**config.mk**
```make
export PLATFORM = sky130hd
export DESIGN_NAME = jtag_pin_mux
export DESIGN_NICKNAME = d
export VERILOG_FILES = /design/src/verilog/jtag_pin_pkg.sv /design/src/verilog/jtag_pin_mux.sv /design/src/verilog/stream_fifo.sv
export VERILOG_INCLUDE_DIRS = /design/src /design/src/verilog
export SDC_FILE = /design/constraint.sdc
export NUM_CORES = 1
export LEC_CHECK = 0
export CAP_MARGIN = 20
export CORE_AREA = 5 5 103 105
export CTS_CLUSTER_SIZE = 8
export DETAILED_ROUTE_END_ITERATION = 10
export DIE_AREA = 0 0 108 110
export DONT_BUFFER_PORTS = 1
export PLACE_DENSITY = 0.72
export SETUP_SLACK_MARGIN = 0.05
export SLEW_MARGIN = 30
export SYNTH_ARGS = -nofsm -noshare
export SYNTH_HDL_FRONTEND = slang
export SYNTH_SLANG_ARGS = --single-unit
```
**constraint.sdc**
```tcl
create_clock -name ref_clk -period 3.8 [get_ports ref_clk]
set_input_delay 0.76 -clock ref_clk [delete_from_list [all_inputs] [get_ports ref_clk]]
set_output_delay 0.76 -clock ref_clk [all_outputs]
set_load 0.005 [all_outputs]
```
**src/verilog/jtag_pin_consts.svh**
```systemverilog
// constants for the test-port pin block
`ifndef JTAG_PIN_CONSTS_SVH
`define JTAG_PIN_CONSTS_SVH

// pin role codes, one two-bit field per shared pin
`define ROLE_TEST 2'h0
`define ROLE_GPIO 2'h1
`define ROLE_ALT 2'h2
// field positions inside the three-pin role word
`define ROLE_TDI_LSB 0
`define ROLE_TDO_LSB 2
`define ROLE_TCK_LSB 4
// reset value: every shared pin in its test role
`define ROLE_RESET 6'h00
// pin indices
`define PIN_TDI 0
`define PIN_TDO 1
`define PIN_TCK 2
// default shift word width and fifo depth
`define SHIFT_WIDTH 8
`define FIFO_DEPTH 8

`endif

```
**src/verilog/jtag_pin_pkg.sv**
```systemverilog
// types shared by the test-port pin block
package jtag_pin_pkg;

    typedef enum logic [15:0] {
        TAP_RESET      = 16'h0001,
        TAP_IDLE       = 16'h0002,
        TAP_SEL_DR     = 16'h0004,
        TAP_CAPTURE_DR = 16'h0008,
        TAP_SHIFT_DR   = 16'h0010,
        TAP_EXIT1_DR   = 16'h0020,
        TAP_PAUSE_DR   = 16'h0040,
        TAP_EXIT2_DR   = 16'h0080,
        TAP_UPDATE_DR  = 16'h0100,
        TAP_SEL_IR     = 16'h0200,
        TAP_CAPTURE_IR = 16'h0400,
        TAP_SHIFT_IR   = 16'h0800,
        TAP_EXIT1_IR   = 16'h1000,
        TAP_PAUSE_IR   = 16'h2000,
        TAP_EXIT2_IR   = 16'h4000,
        TAP_UPDATE_IR  = 16'h8000
    } tap_state_t;

    // role of each shared pin, coded as in the constants header
    typedef struct packed {
        logic [1:0] tck;
        logic [1:0] tdo;
        logic [1:0] tdi;
    } pin_roles_t;

    // port line direction and output level controls for the three shared pins
    typedef struct packed {
        logic [2:0] dir_out;
        logic [2:0] level;
    } port_d_ctrl_t;

endpackage : jtag_pin_pkg

```
**src/verilog/jtag_pin_mux.sv**
```systemverilog
// test-port pins shared with port d lines and the spi slave select
`timescale 1ns/100ps
`include "jtag_pin_consts.svh"

module jtag_pin_mux #(
    parameter int SHIFT_W = `SHIFT_WIDTH,
    parameter int FIFO_D = `FIFO_DEPTH
) (
    input wire logic ref_clk,
    input wire logic rst_b,
    input wire logic [2:0] pin_in,
    output logic [2:0] pin_out,
    output logic [2:0] pin_oe_b,
    input wire logic tms_pin,
    input wire logic role_wr,
    input wire jtag_pin_pkg::pin_roles_t role_value,
    output jtag_pin_pkg::pin_roles_t roles,
    input wire jtag_pin_pkg::port_d_ctrl_t port_d_ctrl,
    output logic [2:0] port_d_level,
    output logic spi_ss_b,
    input wire logic [SHIFT_W-1:0] capture_word,
    output logic word_valid,
    input wire logic word_ready,
    output logic [SHIFT_W-1:0] word_data,
    output logic capture_ready,
    output logic word_dropped,
    output jtag_pin_pkg::tap_state_t tap_state
);
    generate
        if (SHIFT_W < 2) begin : g_bad
            $error("jtag_pin_mux: SHIFT_W must be at least 2");
        end
    endgenerate

    localparam int CW = $clog2(SHIFT_W);

    // ************************************************************
    // pin synchronisers
    // ************************************************************
    logic [3:0] sync_meta;
    logic [3:0] sync;
    logic tck_prev;
    logic tck_rise;
    logic tck_fall;
    logic tdi_s;
    logic tms_s;

    always_ff @(posedge ref_clk or negedge rst_b) begin
        if (!rst_b) begin
            sync_meta <= 4'h0;
            sync <= 4'h0;
            tck_prev <= 1'b0;
        end else begin
            sync_meta <= {tms_pin, pin_in};
            sync <= sync_meta;
            tck_prev <= sync[`PIN_TCK];
        end
    end

    assign tdi_s = sync[`PIN_TDI];
    assign tms_s = sync[3];
    // a gated clock: no edge, no activity at all
    assign tck_rise = (roles.tck == `ROLE_TEST) && sync[`PIN_TCK] && !tck_prev;
    assign tck_fall = (roles.tck == `ROLE_TEST) && !sync[`PIN_TCK] && tck_prev;

    // ************************************************************
    // pin roles
    // ************************************************************
    jtag_pin_pkg::pin_roles_t next_roles;
    logic roles_written;

    always_comb begin
        next_roles = role_wr ? role_value : roles;
    end

    always_ff @(posedge ref_clk or negedge rst_b) begin
        if (!rst_b) begin
            roles <= `ROLE_RESET;
            roles_written <= 1'b0;
        end else begin
            roles <= next_roles;
            roles_written <= roles_written | role_wr;
        end
    end

    // ************************************************************
    // tap controller
    // ************************************************************
    jtag_pin_pkg::tap_state_t next_tap;
    jtag_pin_pkg::tap_state_t tap_step;
    logic shifting;

    always_comb begin
        case (tap_state)
            jtag_pin_pkg::TAP_RESET: tap_step = tms_s ? jtag_pin_pkg::TAP_RESET
                                                      : jtag_pin_pkg::TAP_IDLE;
            jtag_pin_pkg::TAP_IDLE: tap_step = tms_s ? jtag_pin_pkg::TAP_SEL_DR
                                                     : jtag_pin_pkg::TAP_IDLE;
            jtag_pin_pkg::TAP_SEL_DR: tap_step = tms_s ? jtag_pin_pkg::TAP_SEL_IR
                                                       : jtag_pin_pkg::TAP_CAPTURE_DR;
            jtag_pin_pkg::TAP_CAPTURE_DR: tap_step = tms_s ? jtag_pin_pkg::TAP_EXIT1_DR
                                                           : jtag_pin_pkg::TAP_SHIFT_DR;
            jtag_pin_pkg::TAP_SHIFT_DR: tap_step = tms_s ? jtag_pin_pkg::TAP_EXIT1_DR
                                                         : jtag_pin_pkg::TAP_SHIFT_DR;
            jtag_pin_pkg::TAP_EXIT1_DR: tap_step = tms_s ? jtag_pin_pkg::TAP_UPDATE_DR
                                                         : jtag_pin_pkg::TAP_PAUSE_DR;
            jtag_pin_pkg::TAP_PAUSE_DR: tap_step = tms_s ? jtag_pin_pkg::TAP_EXIT2_DR
                                                         : jtag_pin_pkg::TAP_PAUSE_DR;
            jtag_pin_pkg::TAP_EXIT2_DR: tap_step = tms_s ? jtag_pin_pkg::TAP_UPDATE_DR
                                                         : jtag_pin_pkg::TAP_SHIFT_DR;
            jtag_pin_pkg::TAP_UPDATE_DR: tap_step = tms_s ? jtag_pin_pkg::TAP_SEL_DR
                                                          : jtag_pin_pkg::TAP_IDLE;
            jtag_pin_pkg::TAP_SEL_IR: tap_step = tms_s ? jtag_pin_pkg::TAP_RESET
                                                       : jtag_pin_pkg::TAP_CAPTURE_IR;
            jtag_pin_pkg::TAP_CAPTURE_IR: tap_step = tms_s ? jtag_pin_pkg::TAP_EXIT1_IR
                                                           : jtag_pin_pkg::TAP_SHIFT_IR;
            jtag_pin_pkg::TAP_SHIFT_IR: tap_step = tms_s ? jtag_pin_pkg::TAP_EXIT1_IR
                                                         : jtag_pin_pkg::TAP_SHIFT_IR;
            jtag_pin_pkg::TAP_EXIT1_IR: tap_step = tms_s ? jtag_pin_pkg::TAP_UPDATE_IR
                                                         : jtag_pin_pkg::TAP_PAUSE_IR;
            jtag_pin_pkg::TAP_PAUSE_IR: tap_step = tms_s ? jtag_pin_pkg::TAP_EXIT2_IR
                                                         : jtag_pin_pkg::TAP_PAUSE_IR;
            jtag_pin_pkg::TAP_EXIT2_IR: tap_step = tms_s ? jtag_pin_pkg::TAP_UPDATE_IR
                                                         : jtag_pin_pkg::TAP_SHIFT_IR;
            jtag_pin_pkg::TAP_UPDATE_IR: tap_step = tms_s ? jtag_pin_pkg::TAP_SEL_DR
                                                          : jtag_pin_pkg::TAP_IDLE;
            default: tap_step = jtag_pin_pkg::TAP_RESET;
        endcase
        next_tap = tck_rise ? tap_step : tap_state;
    end

    always_ff @(posedge ref_clk or negedge rst_b) begin
        if (!rst_b) begin
            tap_state <= jtag_pin_pkg::TAP_RESET;
        end else begin
            tap_state <= next_tap;
        end
    end

    assign shifting = (tap_state == jtag_pin_pkg::TAP_SHIFT_DR)
                   || (tap_state == jtag_pin_pkg::TAP_SHIFT_IR);

    // ************************************************************
    // shift path and output bit
    // ************************************************************
    logic [SHIFT_W-1:0] shift_reg;
    logic [SHIFT_W-1:0] next_shift_reg;
    logic [CW-1:0] bit_cnt;
    logic [CW-1:0] next_bit_cnt;
    logic tdo_bit;
    logic next_tdo_bit;
    logic push;
    logic next_word_dropped;
    logic capturing;

    assign capturing = (tap_state == jtag_pin_pkg::TAP_CAPTURE_DR)
                    || (tap_state == jtag_pin_pkg::TAP_CAPTURE_IR);
    assign push = tck_rise && shifting && (bit_cnt == CW'(SHIFT_W - 1));

    always_comb begin
        next_shift_reg = shift_reg;
        next_bit_cnt = bit_cnt;
        if (tck_rise && capturing) begin
            next_shift_reg = capture_word;
            next_bit_cnt = '0;
        end else if (tck_rise && shifting) begin
            next_shift_reg = {tdi_s, shift_reg[SHIFT_W-1:1]};
            next_bit_cnt = push ? '0 : bit_cnt + CW'(1);
        end
        // host sees the new bit on its next rising edge
        next_tdo_bit = (tck_fall && shifting) ? shift_reg[0] : tdo_bit;
        // full fifo cannot stall a host-made clock, so the word is lost
        next_word_dropped = word_dropped | (push && !capture_ready);
    end

    always_ff @(posedge ref_clk or negedge rst_b) begin
        if (!rst_b) begin
            shift_reg <= '0;
            bit_cnt <= '0;
            tdo_bit <= 1'b0;
            word_dropped <= 1'b0;
        end else begin
            shift_reg <= next_shift_reg;
            bit_cnt <= next_bit_cnt;
            tdo_bit <= next_tdo_bit;
            word_dropped <= next_word_dropped;
        end
    end

    stream_fifo #(
        .WIDTH(SHIFT_W),
        .DEPTH(FIFO_D)
    ) u_fifo (
        .ref_clk(ref_clk),
        .rst_b(rst_b),
        .in_valid(push),
        .in_ready(capture_ready),
        .in_data(next_shift_reg),
        .out_valid(word_valid),
        .out_ready(word_ready),
        .out_data(word_data)
    );

    // ************************************************************
    // pin drivers and alternate routing
    // ************************************************************
    logic [1:0] role_of [3];

    assign role_of[0] = roles.tdi;
    assign role_of[1] = roles.tdo;
    assign role_of[2] = roles.tck;

    always_comb begin
        for (int i = 0; i < 3; i++) begin
            pin_out[i] = port_d_ctrl.level[i];
            pin_oe_b[i] = !((role_of[i] == `ROLE_GPIO) && port_d_ctrl.dir_out[i]);
        end
        if (roles.tdo == `ROLE_TEST) begin
            pin_out[`PIN_TDO] = tdo_bit;
            pin_oe_b[`PIN_TDO] = !shifting;
        end
    end

    assign port_d_level = sync[2:0];
    assign spi_ss_b = (roles.tdi == `ROLE_ALT) ? tdi_s : 1'b1;

    // ************************************************************
    // checks
    // ************************************************************
    property p_tdo_drive;
        @(posedge ref_clk) disable iff (!rst_b)
        (roles.tdo == `ROLE_TEST) |-> pin_oe_b[`PIN_TDO] == !shifting;
    endproperty
    a_tdo_drive: assert property (p_tdo_drive) else $error("tdo driven outside shift");

    property p_tdo_on_fall;
        @(posedge ref_clk) disable iff (!rst_b)
        !$stable(tdo_bit) |-> $past(tck_fall) && $past(shifting);
    endproperty
    a_tdo_on_fall: assert property (p_tdo_on_fall) else $error("tdo moved off a fall");

    property p_tdi_capture;
        @(posedge ref_clk) disable iff (!rst_b)
        (tck_rise && shifting) |=> shift_reg[SHIFT_W-1] == $past(tdi_s);
    endproperty
    a_tdi_capture: assert property (p_tdi_capture) else $error("tdi bit not captured");

    property p_tap_holds;
        @(posedge ref_clk) disable iff (!rst_b)
        !tck_rise |=> $stable(tap_state);
    endproperty
    a_tap_holds: assert property (p_tap_holds) else $error("tap moved without tck");

    property p_tms_sample;
        @(posedge ref_clk) disable iff (!rst_b)
        (tck_rise && tap_state == jtag_pin_pkg::TAP_IDLE) |=>
            (tap_state == ($past(tms_s) ? jtag_pin_pkg::TAP_SEL_DR : jtag_pin_pkg::TAP_IDLE));
    endproperty
    a_tms_sample: assert property (p_tms_sample) else $error("tms not followed");

    property p_tms_reset;
        @(posedge ref_clk) disable iff (!rst_b)
        (tck_rise && tms_s && tap_state == jtag_pin_pkg::TAP_SEL_IR) |=>
            tap_state == jtag_pin_pkg::TAP_RESET;
    endproperty
    a_tms_reset: assert property (p_tms_reset) else $error("tap sequence broken");

    property p_roles_default;
        @(posedge ref_clk) disable iff (!rst_b)
        !roles_written |-> (roles == `ROLE_RESET) && pin_oe_b[`PIN_TDI] && pin_oe_b[`PIN_TCK];
    endproperty
    a_roles_default: assert property (p_roles_default) else $error("pins left test role");

    property p_gpio_drive;
        @(posedge ref_clk) disable iff (!rst_b)
        (roles.tck == `ROLE_GPIO && port_d_ctrl.dir_out[2]) |->
            !pin_oe_b[2] && pin_out[2] == port_d_ctrl.level[2];
    endproperty
    a_gpio_drive: assert property (p_gpio_drive) else $error("port d line not driven");

    property p_ss_route;
        @(posedge ref_clk) disable iff (!rst_b)
        (roles.tdi == `ROLE_ALT && $past(roles.tdi) == `ROLE_ALT) |->
            spi_ss_b == $past(pin_in[`PIN_TDI], 2);
    endproperty
    a_ss_route: assert property (p_ss_route) else $error("slave select not routed");

endmodule : jtag_pin_mux

```
**src/verilog/stream_fifo.sv**
```systemverilog
// flip-flop fifo with valid and ready on both sides
`timescale 1ns/100ps
`include "jtag_pin_consts.svh"

module stream_fifo #(
    parameter int WIDTH = `SHIFT_WIDTH,
    parameter int DEPTH = `FIFO_DEPTH
) (
    input wire logic ref_clk,
    input wire logic rst_b,
    input wire logic in_valid,
    output logic in_ready,
    input wire logic [WIDTH-1:0] in_data,
    output logic out_valid,
    input wire logic out_ready,
    output logic [WIDTH-1:0] out_data
);
    localparam int PW = $clog2(DEPTH);

    generate
        if (DEPTH < 2 || (DEPTH & (DEPTH - 1)) != 0 || WIDTH < 1) begin : g_bad
            $error("stream_fifo: DEPTH must be a power of two of at least 2");
        end
    endgenerate

    logic [WIDTH-1:0] mem [DEPTH];
    logic [PW-1:0] wr_ptr;
    logic [PW-1:0] rd_ptr;
    logic [PW:0] count;
    logic [PW-1:0] next_wr_ptr;
    logic [PW-1:0] next_rd_ptr;
    logic [PW:0] next_count;
    logic push;
    logic pop;

    assign in_ready = (count != (PW+1)'(DEPTH));
    assign out_valid = (count != '0);
    assign out_data = mem[rd_ptr];
    assign push = in_valid && in_ready;
    assign pop = out_valid && out_ready;

    always_comb begin
        next_wr_ptr = push ? wr_ptr + PW'(1) : wr_ptr;
        next_rd_ptr = pop ? rd_ptr + PW'(1) : rd_ptr;
        next_count = count + (PW+1)'(push) - (PW+1)'(pop);
    end

    always_ff @(posedge ref_clk or negedge rst_b) begin
        if (!rst_b) begin
            wr_ptr <= '0;
            rd_ptr <= '0;
            count <= '0;
        end else begin
            wr_ptr <= next_wr_ptr;
            rd_ptr <= next_rd_ptr;
            count <= next_count;
        end
    end

    // storage has no reset; only words below count are ever read out
    always_ff @(posedge ref_clk) begin
        if (push) begin
            mem[wr_ptr] <= in_data;
        end
    end

    property p_full_refuses;
        @(posedge ref_clk) disable iff (!rst_b)
        (count == (PW+1)'(DEPTH)) |-> !in_ready ##1 (count <= (PW+1)'(DEPTH));
    endproperty
    a_full_refuses: assert property (p_full_refuses) else $error("fifo took a word while full");

endmodule : stream_fifo
```
==> out/results.ini <==
[status]
outcome = finished clean

[floorplan]
fp.dieW_um = 108
start_util_pct = 56.50
chipHeight_um = 110
core.rowCount = 36
dieArea_um2 = 11880
top_level_ports = 71
coreArea_um2 = 9549

[cts]
clock_latency_ns = 0.52
cts_tree = yes
cts_num_sinks = 118
clock-root-buffer = clkbuf_8
ctsHoldBuffers = 1
clkTransAtPathRegs_ns = 0.06
clockBufferDepth = 2
cts_setup_buffers = 0
h-tree-depth = 4
cts.repair.resized = 0
cts_made_buffers = 17

[yosys]
netlist_top_cells_area = edfxtp_1 (36%), dfrtp_1 (25%), mux4_2 (6.7%)
synthXorXnorAreaFrac_pct = 2.922
syn-num-nets = 438
synth_seq_cells = 118
netlist_top_cells_count = edfxtp_1 (64), dfrtp_1 (53), nand2_1 (31)
netlist.area_leader.share_pct = 35.62
synth_fa_ha_area_share_pct = 2.690
syn_area_um2 = 5395
synth_mux_area_share_pct = 11.09
yosysWarnings = 0
synth_top_family_by_area = simple AND/OR/NAND/NOR gates
synth.avg_cell_area_um2 = 13.52
yosys.area.top_type = edfxtp_1
synth_cells = 399
synthFlopType = edfxtp_1
synthDistinctLibCells = 58
synth-seq-area-share_pct = 60.69
synthArstFlopShare_pct = 45.76
synth-edff-count = 64
yosys.area_share.simple_pct = 12.20
post-synth-top-count-cell = edfxtp_1
synth_compound_area_share_pct = 5.960

[grt]
antenna_found_initial = 0
grt_pass1_wl_mm = 17.06
grt_max_degree = 54
grtUsageTotal_pct = 18.99
grt.overflow.total = 0
grt_pass1_vias = 3352

[worst_setup_path]
cp_data_arrival_time_ns = 2.35
critPathCaptureType = output pin
r2r_slack_ns = 0.97
r2r_cells = 6
path_class = flop to output pin
r2r-start = tap_state[9]
required_ns = 3.04
cp-start-kind = flop
r2r_end = u_fifo.mem[6][4]
crit_path_start = u_fifo.rd_ptr[0]
path_max_fanout = 10

[place]
io_buffers = 0
place_area_um2 = 5460
routabilityCongestion = 0.8695
pre_cts_ws_ns = 1.005
hpwl_mm = 7.185

[power_and_ir_drop]
power-per-cell-area_nw_per_um2 = 595.1
p_switching_w = 0.001065
p_comb_share_pct = 14.8
p_sw_share_pct = 29.54
p_int_w = 0.002540
power.leakage_nw = 2.444
power_w = 0.003605
clkPwrFrac_pct = 41.6
seqPwrFrac_pct = 43.6
peakVddDrop_uv = 288.9

[hold_path]
min-delay-path-class = input pin to asynchronous set/reset pin

[finish]
multi_input_area_um2 = 1881
regArea_um2 = 3274
area_growth_pct = 12.29
final_area_um2 = 6058
drive_above_1_share_pct = 21.57
fin_nets = 434
largest_register_ffs = 64
fill_cells = 744
antenna_cells = 0

[timing]
fmax_ghz = 0.3216
finalHoldViolCount = 0
setup_viol = 0
worst_pin_slew_ns = 0.7756
fin_crit_sh_pct = 81.82
rsz0062_at_grt = false
layout_min_cycle_time_ns = 3.109
finClkSkew_ns = 0.007481
slew_viol_final = 0
slew_headroom_pct = 48.07
worst_hold_slack_ns = 0.08114
setup_tns_ns = 0
setup_ws_ns = 0.6907

[routing]
wl_mm = 10.24
ant_nets = 0
vias = 3170
drtPass1Iterations = 6
drtIter0Drc = 156
wire_per_inst_um = 18.92
via_per_inst = 5.860
drc = 0

[job]
cap_violations = 0

[worst max-delay path, stage by stage (launching register included)]
cell	delay, ns
dfrtp_1	0.67
buf_4	0.32
mux4_2	0.55
mux2_2	0.29
[placed cells by master, fill, tap and decap left out, types with 3 or more instances in the layout]
cell type / netlist / routed
nor4_1: 7 / 7
nor2_1: 20 / 20
nor4b_2: 3 / 3
mux4_2: 16 / 16
nand4_1: 6 / 6
buf_4: 6 / 9
ha_1: 10 / 10
nand3_1: 5 / 5
o41ai_1: 3 / 3
nand2b_1: 3 / 3
inv_8: 0 / 5
o211ai_1: 8 / 8
or4_1: 3 / 3
xnor2_1: 11 / 11
clkbuf_16: 0 / 16
nand3b_1: 4 / 4
inv_1: 19 / 19
o31ai_1: 4 / 4
o21ai_0: 21 / 21
o21ai_1: 3 / 3
edfxtp_1: 64 / 64
xor2_1: 7 / 7
mux2_2: 17 / 17
inv_6: 0 / 4
dfrtp_1: 53 / 53
nand2_1: 31 / 31
nor3_1: 8 / 8
[final cells by class]
type / instances / area share, %
multi-input cells: 229 / 31.04
clock inverters: 15 / 2.582
inverters: 19 / 1.177
flip-flops and latches: 118 / 54.05
clock buffers: 17 / 6.836
repair buffers: 10 / 1.570
well taps: 133 / 2.747
[cells by family (layout without fill, tap and decap cells)]
logic type	Yosys count	in the layout
fa+ha+maj	11	11
compound gates	50	50
flops	118	118
buf+inv	52	61
xor+xnor	18	18
simple gates	113	113
mux	37	37
[worst max path at each step]
stage                     slack (ns)          endpoint
after floorplan                 1.09  u_fifo.mem[5][0]
after global placement          1.09  u_fifo.mem[6][0]
after detailed placement        1.01  u_fifo.mem[6][0]
after CTS                       0.61      word_data[2]
after global routing            0.51      word_data[3]
final                           0.69      word_data[3]
[metal layers]
| layer | vias up | global-route usage, % | wire, µm |
|---|---|---|---|
| met3 | 23 | 6.174 | 575 |
| met2 | 102 | 30.91 | 5110 |
| met1 | 1578 | 23.67 | 4326 |
| met5 | - | 0 | 0 |
| li1 | 1467 | - | - |
| met4 | 0 | 7.845 | 225 |
[power by group through the flow]
stage	Sequential, W	Combinational [W]	Clock, W
5_1_grt	0.00160	0.000604	0.00159
4_1_cts	0.00158	0.000540	0.00153
2_1_floorplan	0.00148	0.000527	0
3_5_place_dp	0.00161	0.000523	0
6_report	0.00157	0.000532	0.00150
3_3_place_gp	0.00160	0.000509	0
[stage by stage]
stage,instances,util (%)
2_1_floorplan,399,-
3_3_place_gp,508,57.18
3_5_place_dp,508,57.18
4_1_cts,541,63.44
5_1_grt,541,63.44
6_report,541,63.44
Note: power is estimated with default switching activity, not from simulation.
